File: src/iopc_defs.svh
`ifndef IOPC_DEFS_SVH
`define IOPC_DEFS_SVH
// ----------------------------------------
// widths and reset values
// ----------------------------------------
`define IOPC_BIDIR_W      16
`define IOPC_INONLY_W     8
`define IOPC_EXT_IRQ_N    4
`define IOPC_IR_BIT       15
`define IOPC_DIR_RST      16'h0000
`define IOPC_OUT_RST      16'h0000
`define IOPC_PU_BIDIR_RST 16'h0000
`define IOPC_PU_IN_RST    8'h00
// sync chain stages to refill after reset before edges count
`define IOPC_SYNC_FILL    2'h3
// ----------------------------------------
// carrier timing
// ----------------------------------------
`define IOPC_CLK_HZ       20000000
`define IOPC_CARRIER_HZ   38500
// half period in cycles, rounded down: 20e6 / (2 * 38500) = 259
`define IOPC_CAR_HALF     (`IOPC_CLK_HZ / (2 * `IOPC_CARRIER_HZ))
`define IOPC_CAR_CNT_W    9
`endif

File: src/iopc_pkg.sv
package iopc_pkg;
  `include "iopc_defs.svh"
  typedef logic [`IOPC_BIDIR_W-1:0]   iopc_bidir_t;
  typedef logic [`IOPC_INONLY_W-1:0]  iopc_inonly_t;
  typedef logic [`IOPC_EXT_IRQ_N-1:0] iopc_irq_t;
  typedef enum logic [0:0] {
    IOPC_CAR_LO = 1'b0,
    IOPC_CAR_HI = 1'b1
  } iopc_car_st_t;
endpackage

File: src/iopc_car_if.sv
`timescale 1ns/1ps
interface iopc_car_if;
  logic enable;
  logic carrier;
  modport gen (input enable, output carrier);
  modport use_side (output enable, input carrier);
endinterface

File: src/iopc_carrier.sv
`timescale 1ns/1ps
`include "iopc_defs.svh"
module iopc_carrier (
  // clock and reset
  input  wire logic mclk,
  input  wire logic nrst,
  // carrier link
  iopc_car_if.gen   car
);
  import iopc_pkg::*;

  localparam logic [`IOPC_CAR_CNT_W-1:0] HALF_M1 = `IOPC_CAR_CNT_W'(`IOPC_CAR_HALF - 1);

  logic [`IOPC_CAR_CNT_W-1:0] cnt_r;
  logic [`IOPC_CAR_CNT_W-1:0] cnt_nxt;
  iopc_car_st_t               st_r;
  iopc_car_st_t               st_nxt;

  // free square wave, state held high while off (output low) so each burst starts in a known phase
  always_comb begin
    cnt_nxt = cnt_r;
    st_nxt  = st_r;
    if (!car.enable) begin
      cnt_nxt = '0;
      st_nxt  = IOPC_CAR_HI;
    end else if (cnt_r == HALF_M1) begin
      cnt_nxt = '0;
      unique case (st_r)
        IOPC_CAR_LO: st_nxt = IOPC_CAR_HI;
        IOPC_CAR_HI: st_nxt = IOPC_CAR_LO;
      endcase
    end else begin
      cnt_nxt = cnt_r + 1'b1;
    end
  end

  always_ff @(posedge mclk or negedge nrst) begin
    if (!nrst) begin
      cnt_r <= '0;
      st_r  <= IOPC_CAR_HI;
    end else begin
      cnt_r <= cnt_nxt;
      st_r  <= st_nxt;
    end
  end

  assign car.carrier = car.enable && (st_r == IOPC_CAR_HI);

  // toggles exactly every half period while enabled
  car_period_a: assert property (@(posedge mclk) disable iff (!nrst)
    (car.enable && cnt_r == HALF_M1) ##1 car.enable |-> st_r != $past(st_r))
    else $error("carrier did not toggle at half period");
endmodule

File: src/iopc_top.sv
`timescale 1ns/1ps
`include "iopc_defs.svh"
// Behaviour
// - one 16-bit bidirectional port and one 8-bit input-only port.
// - per-pin direction register selects output drive or input for the bidir port.
// - per-pin pull-up enable for every input-only pin and for each bidir pin set as input.
// - any pin change on either port wakes from stop and watch modes.
// - highest bidir pin can be modulated by about 38.5 kHz carrier.
// - four lowest bidir pins are external interrupt sources while set as inputs.
module iopc_top (
  // clock and reset
  input  wire logic                 mclk,
  input  wire logic                 nrst,
  // software controls
  input  wire iopc_pkg::iopc_bidir_t  dir_wdata,
  input  wire logic                 dir_we,
  input  wire iopc_pkg::iopc_bidir_t  out_wdata,
  input  wire logic                 out_we,
  input  wire iopc_pkg::iopc_bidir_t  pu_bidir_wdata,
  input  wire iopc_pkg::iopc_inonly_t pu_in_wdata,
  input  wire logic                 pu_we,
  input  wire logic                 ir_mod_en,
  input  wire logic                 stop_mode,
  input  wire logic                 watch_mode,
  // bidirectional pins
  input  wire iopc_pkg::iopc_bidir_t  bidir_port_pins_i,
  output iopc_pkg::iopc_bidir_t       bidir_port_pins_o,
  output iopc_pkg::iopc_bidir_t       bidir_port_pins_oe,
  output iopc_pkg::iopc_bidir_t       bidir_pullup_en,
  // input-only pins
  input  wire iopc_pkg::iopc_inonly_t input_only_port_pins,
  output iopc_pkg::iopc_inonly_t      input_only_pullup_en,
  // status to core
  output iopc_pkg::iopc_bidir_t       bidir_rdata,
  output iopc_pkg::iopc_inonly_t      inonly_rdata,
  output iopc_pkg::iopc_bidir_t       dir_rdata,
  output iopc_pkg::iopc_bidir_t       out_rdata,
  output logic                      wake_req,
  output iopc_pkg::iopc_irq_t         ext_irq
);
  import iopc_pkg::*;

  // ----------------------------------------
  // control registers
  // ----------------------------------------
  iopc_bidir_t  dir_r, dir_nxt;
  iopc_bidir_t  out_r, out_nxt;
  iopc_bidir_t  pub_r, pub_nxt;
  iopc_inonly_t pui_r, pui_nxt;
  iopc_bidir_t  pbo_r, pbo_nxt;

  always_comb begin
    dir_nxt = dir_we ? dir_wdata : dir_r;
    out_nxt = out_we ? out_wdata : out_r;
    pub_nxt = pu_we ? pu_bidir_wdata : pub_r;
    pui_nxt = pu_we ? pu_in_wdata : pui_r;
    // pull-up never fights a driven output
    pbo_nxt = pub_nxt & ~dir_nxt;
  end

  always_ff @(posedge mclk or negedge nrst) begin
    if (!nrst) begin
      dir_r <= `IOPC_DIR_RST;
      out_r <= `IOPC_OUT_RST;
      pub_r <= `IOPC_PU_BIDIR_RST;
      pui_r <= `IOPC_PU_IN_RST;
      pbo_r <= `IOPC_PU_BIDIR_RST;
    end else begin
      dir_r <= dir_nxt;
      out_r <= out_nxt;
      pub_r <= pub_nxt;
      pui_r <= pui_nxt;
      pbo_r <= pbo_nxt;
    end
  end

  // ----------------------------------------
  // pin synchronisers
  // ----------------------------------------
  iopc_bidir_t  bsy1_r, bsy2_r, bprev_r;
  iopc_inonly_t isy1_r, isy2_r, iprev_r;

  always_ff @(posedge mclk or negedge nrst) begin
    if (!nrst) begin
      bsy1_r  <= '0;
      bsy2_r  <= '0;
      bprev_r <= '0;
      isy1_r  <= '0;
      isy2_r  <= '0;
      iprev_r <= '0;
    end else begin
      bsy1_r  <= bidir_port_pins_i;
      bsy2_r  <= bsy1_r;
      bprev_r <= bsy2_r;
      isy1_r  <= input_only_port_pins;
      isy2_r  <= isy1_r;
      iprev_r <= isy2_r;
    end
  end

  // ----------------------------------------
  // edge detect priming
  // ----------------------------------------
  // chain holds reset zeros for a few edges; a pin idling high
  // would otherwise look like an edge right after reset
  logic [1:0] prime_r;
  logic [1:0] prime_nxt;
  logic       edges_ok;

  always_comb begin
    prime_nxt = prime_r;
    if (prime_r != `IOPC_SYNC_FILL) begin
      prime_nxt = prime_r + 2'h1;
    end
    edges_ok = (prime_r == `IOPC_SYNC_FILL);
  end

  always_ff @(posedge mclk or negedge nrst) begin
    if (!nrst) begin
      prime_r <= 2'h0;
    end else begin
      prime_r <= prime_nxt;
    end
  end

  // ----------------------------------------
  // IR carrier
  // ----------------------------------------
  iopc_car_if car ();
  assign car.enable = ir_mod_en;

  iopc_carrier u_car (
    .mclk (mclk),
    .nrst (nrst),
    .car  (car.gen)
  );

  // ----------------------------------------
  // outputs
  // ----------------------------------------
  iopc_bidir_t  pin_o_nxt;
  iopc_bidir_t  bchg;
  logic         ichg;
  logic         wake_nxt;
  logic         wake_r;
  iopc_irq_t    irq_nxt;
  iopc_irq_t    irq_r;
  iopc_bidir_t  pin_o_r;

  always_comb begin
    pin_o_nxt = out_r;
    // modulated pin is data AND carrier; plain data otherwise
    pin_o_nxt[`IOPC_IR_BIT] = ir_mod_en ? (out_r[`IOPC_IR_BIT] & car.carrier)
                                        : out_r[`IOPC_IR_BIT];
    // edges only count once the chain holds real pin samples
    bchg     = edges_ok ? (bsy2_r ^ bprev_r) : '0;
    ichg     = edges_ok && (|(isy2_r ^ iprev_r));
    // any edge on either port wakes; only meaningful while sleeping
    wake_nxt = (stop_mode || watch_mode) && ((|bchg) || ichg);
    // edge pulse per external source, inputs only
    irq_nxt  = bchg[`IOPC_EXT_IRQ_N-1:0] & ~dir_r[`IOPC_EXT_IRQ_N-1:0];
  end

  always_ff @(posedge mclk or negedge nrst) begin
    if (!nrst) begin
      pin_o_r <= `IOPC_OUT_RST;
      wake_r  <= 1'b0;
      irq_r   <= '0;
    end else begin
      pin_o_r <= pin_o_nxt;
      wake_r  <= wake_nxt;
      irq_r   <= irq_nxt;
    end
  end

  assign bidir_port_pins_o    = pin_o_r;
  assign bidir_port_pins_oe   = dir_r;
  assign bidir_pullup_en      = pbo_r;
  assign input_only_pullup_en = pui_r;
  assign bidir_rdata          = bsy2_r;
  assign inonly_rdata         = isy2_r;
  assign dir_rdata            = dir_r;
  assign out_rdata            = out_r;
  assign wake_req             = wake_r;
  assign ext_irq              = irq_r;

  // ----------------------------------------
  // checks
  // ----------------------------------------
  dir_write_a: assert property (@(posedge mclk) disable iff (!nrst)
    dir_we |=> bidir_port_pins_oe == $past(dir_wdata))
    else $error("direction write not applied");

  pu_write_a: assert property (@(posedge mclk) disable iff (!nrst)
    pu_we |=> input_only_pullup_en == $past(pu_in_wdata))
    else $error("pull-up write not applied");

  pin_wake_a: assert property (@(posedge mclk) disable iff (!nrst)
    ((stop_mode || watch_mode) && $changed(input_only_port_pins))
      ##1 (stop_mode || watch_mode) ##1 ((stop_mode || watch_mode) && edges_ok)
      |-> ##1 wake_req)
    else $error("input pin change did not wake");

  wake_idle_a: assert property (@(posedge mclk) disable iff (!nrst)
    !$past(stop_mode) && !$past(watch_mode) |-> !wake_req)
    else $error("wake raised while awake");

  ext_irq_a: assert property (@(posedge mclk) disable iff (!nrst)
    (edges_ok && dir_r[0] == 1'b0 && bsy2_r[0] != bprev_r[0]) |=> ext_irq[0])
    else $error("external interrupt edge missed");

  ir_off_a: assert property (@(posedge mclk) disable iff (!nrst)
    !ir_mod_en |=> bidir_port_pins_o[15] == $past(out_r[15]))
    else $error("unmodulated ir pin differs from data");

  ir_and_a: assert property (@(posedge mclk) disable iff (!nrst)
    ir_mod_en |=> bidir_port_pins_o[15] == ($past(out_r[15]) & $past(car.carrier)))
    else $error("modulated ir pin not data and carrier");

  out_low_a: assert property (@(posedge mclk) disable iff (!nrst)
    out_we |=> ##1 bidir_port_pins_o[14:0] == $past(out_wdata[14:0], 2))
    else $error("port data not driven");

  pu_bidir_a: assert property (@(posedge mclk) disable iff (!nrst)
    pu_we |=> bidir_pullup_en == ($past(pu_bidir_wdata) & ~bidir_port_pins_oe))
    else $error("port pull-up write not applied");

  irq_mask_a: assert property (@(posedge mclk) disable iff (!nrst)
    (ext_irq & $past(dir_r[`IOPC_EXT_IRQ_N-1:0])) == '0)
    else $error("interrupt from an output pin");

  prime_quiet_a: assert property (@(posedge mclk) disable iff (!nrst)
    prime_r != `IOPC_SYNC_FILL |=> !wake_req && ext_irq == '0)
    else $error("edge reported before sync chain filled");
endmodule

File: config.mk
export PLATFORM = sky130hd
export DESIGN_NAME = iopc_top
export DESIGN_NICKNAME = d
export VERILOG_FILES = /design/src/iopc_pkg.sv /design/src/iopc_car_if.sv /design/src/iopc_carrier.sv /design/src/iopc_top.sv
export VERILOG_INCLUDE_DIRS = /design/src
export SDC_FILE = /design/constraint.sdc
export NUM_CORES = 1
export LEC_CHECK = 0
export BUFFER_PORTS_ARGS = -buffer_cell sky130_fd_sc_hd__buf_4
export CORE_MARGIN = 2
export CORE_UTILIZATION = 50
export DETAILED_ROUTE_END_ITERATION = 16
export MAX_ROUTING_LAYER = met4
export PLACE_DENSITY = 0.89
export SYNTH_ARGS = -nofsm -noshare
export SYNTH_HDL_FRONTEND = slang
export SYNTH_SLANG_ARGS = --single-unit
File: constraint.sdc
create_clock -name mclk -period 1.53 [get_ports mclk]
set_clock_uncertainty 0.15 [all_clocks]
set_input_delay 0.0765 -clock mclk [delete_from_list [all_inputs] [get_ports mclk]]
set_output_delay 0.0765 -clock mclk [all_outputs]
set_load 0.01 [all_outputs]
==> impl_metrics.toml <==
[run_status]
status = "finished, violations left"
failed_checks = "hold timing"

[route]
wl_per_cell_um = 18.12
drt_first_pass_iters = 4
routed_wl_mm = 15.71
viasPerCell = 4.636
drc = 0
ant_nets = 0
initialDrtViolationCount = 242
routed-via-count = 4019

[finish]
fin_util_pct = 79.04
area_delta_synth_final_pct = 53.57
final_cells = 867
nets = 777
fin_area_um2 = 9573
drive_above_1_share_pct = 48.42
fillers = 635

[sta]
timing.final.crit_share_pct = 98.91
worst_slack_ns = 0.01674
slew_headroom_pct = 70.17
rsz0062_at_grt = "true"
finalHoldViolations = 6
worst_pin_slew_ns = 0.4475
min_period_ns = 1.513
fmax_mhz = 660.8
finalSetupViolCount = 0
finalMaxSlewViolations = 0
setup_tns_ns = 0
hold_slack_ns = -0.04289

[synth]
ys_types = 30
synth_top_area_cell = "dfrtp_1"
netlist_top_cells_count = "dfrtp_1 (176), mux2_2 (35), buf_4 (31), xnor2_1 (29), mux2_4 (22)"
yosys.area_share.adder_pct = 0.8029
synth-compound-area-share_pct = 0.3011
syn_inst = 367
post-synth-top-count-cell = "dfrtp_1"
avgSynthCellArea_um2 = 16.98
synth_edf_count = 0
synth-xor-area-share_pct = 4.637
netlist_top_cells_area = "dfrtp_1 (71%), mux2_2 (6.3%), mux2_4 (5.3%)"
syn_area_um2 = 6233
synthArstFlopShare_pct = 100.0
synth-seq-area-share_pct = 71.08
synth_mux_area_share_pct = 11.62
ys_ff_latch = 177
synthSimpleGateAreaFrac_pct = 6.363
synth-main-ff-cell = "dfrtp_1"
syn_nets = 459
synth_warnings = 0
synth_top_family_by_area = "multiplexers"
synth.top_cell.area_share_pct = 70.65

[cts]
insertion_delay_ns = 0.43
clkTransAtPathRegs_ns = 0.07
numCtsBuffers = 17
cts_root_buf = "clkbuf_16"
htree_levels = 4
clkSinkCount = 177
cts_tree = "yes"
cts_max_path_buffers = 2

[critical_path]
cp_max_fo = 3
start_kind = "flop"
endpoint_kind = "flop"
cp.arrival_ns = 1.68
crit_required_ns = 1.69
crit_type = "flop to flop"

[flow_run]
maxCapViolCount = 0

[placed_design]
post-place-ws_ns = 0.07288
io_buffers = 204
place_inst = 710
place_hpwl_mm = 8.820
gp_congestion = 0.7471
placed_cell_area_um2 = 7755

[floorplanning]
die_y_um = 115.7
die_w_um = 115.7
top_level_ports = 205
die_area_um2 = 13380
rows = 40
initial_core_util_pct = 51.47
core_area_um2 = 12110

[power_and_ir_drop]
ir_worst_vdd_v = 0.0009190
p_leak_nw = 4.551
finalPower_mw = 11.22
pwr_density_cell_nw_per_um2 = 1172

[worst_hold_path]
hold_class = "input port to flop"

[grt]
grt_usage_pct = 24.12
grt_pass1_vias = 4478
antenna_found_initial = 0
grt_overflow = 0
grt_max_degree = 48
grt_pass1_wl_mm = 22.83
-- report_power, final --
| part | total, mW | switching [mW] | internal [mW] |
|---|---|---|---|
| Sequential | 5.24 | 0.212 | 5.03 |
| Combinational | 1.72 | 0.673 | 1.05 |
| Clock | 4.26 | 1.79 | 2.46 |
| Total | 11.2 | 2.68 | 8.54 |
-- routing by layer --
layer | global-route usage, % | wire, um
met1 | 25.17 | 5740
met2 | 42.50 | 8593
met3 | 6.695 | 920
met4 | 10.79 | 452
met5 | - | 0
-- state kept, by name, summed over array words and instances, names as in the netlist, 9 cells and up --
register	count
bidir_port_pins_o	16
bidir_port_pins_oe	16
bidir_pullup_en	16
bidir_rdata	16
bprev_r	16
bsy1_r	16
out_rdata	16
pub_r	16
u_car.cnt_r	9
-- path summary, 6_finish.rpt --
check / startpoint / end / slack [ns] / depth (start not counted)
worst max-delay path: out_rdata[10] / out_rdata[10] / 0.02 / 2
worst min register to register: bsy1_r[10] / bidir_rdata[10] / 0.20 / 0
worst max register to register: out_rdata[10] / out_rdata[10] / 0.02 / 2
max in group asynchronous: nrst / u_car.st_r / 0.60 / 3
min in group asynchronous: nrst / inonly_rdata[3] / 0.01 / 2
worst min-delay path: dir_we / bidir_port_pins_oe[15] / -0.04 / 2
-- layout by cell type, fill, tap and decap left out, types with 5 or more instances in the layout --
cell and n:
nor2b_4 12, nor2b_1 5, mux2_4 24, dfrtp_1 176, xnor2_1 28, buf_4 228
mux2_2 33, clkbuf_16 17, nor2_1 12, nand4_1 6, dlygate4sd3_1 105
-- critical path, stage by stage (launching register included) --
cell and delay, ns:
dfrtp_1 0.40, mux2_2 0.27, dlygate4sd3_1 0.57
-- final cells by class --
cell class / count / area (um2) / area share (%)
Clock buffer: 21 / 450.4 / 4.705
Tap cell: 168 / 210.2 / 2.196
Inverter: 2 / 7.507 / 0.07842
Timing Repair Buffer: 336 / 2814 / 29.39
Clock inverter: 11 / 128.9 / 1.346
Sequential cell: 177 / 4431 / 46.28
Antenna cell: 1 / 2.502 / 0.02614
Multi-Input combinational cell: 151 / 1529 / 15.97
-- kinds of logic (layout without fill, tap and decap cells) --
kind of cell | count (synthesis) | count (layout)
flops | 177 | 177
mux | 57 | 57
simple gates | 53 | 54
buf+inv | 40 | 370
xor+xnor | 33 | 33
fa+ha+maj | 4 | 4
compound gates | 3 | 3
other cells | 0 | 1
-- timing repair --
action	in CTS	in global routing
buffers inserted	0	18
endpoints found under the hold margin	284	7
endpoints found under the setup margin	0	25
gates resized for setup	0	8
hold buffers	109	1
No activity file was read; power rests on OpenSTA's default activity.
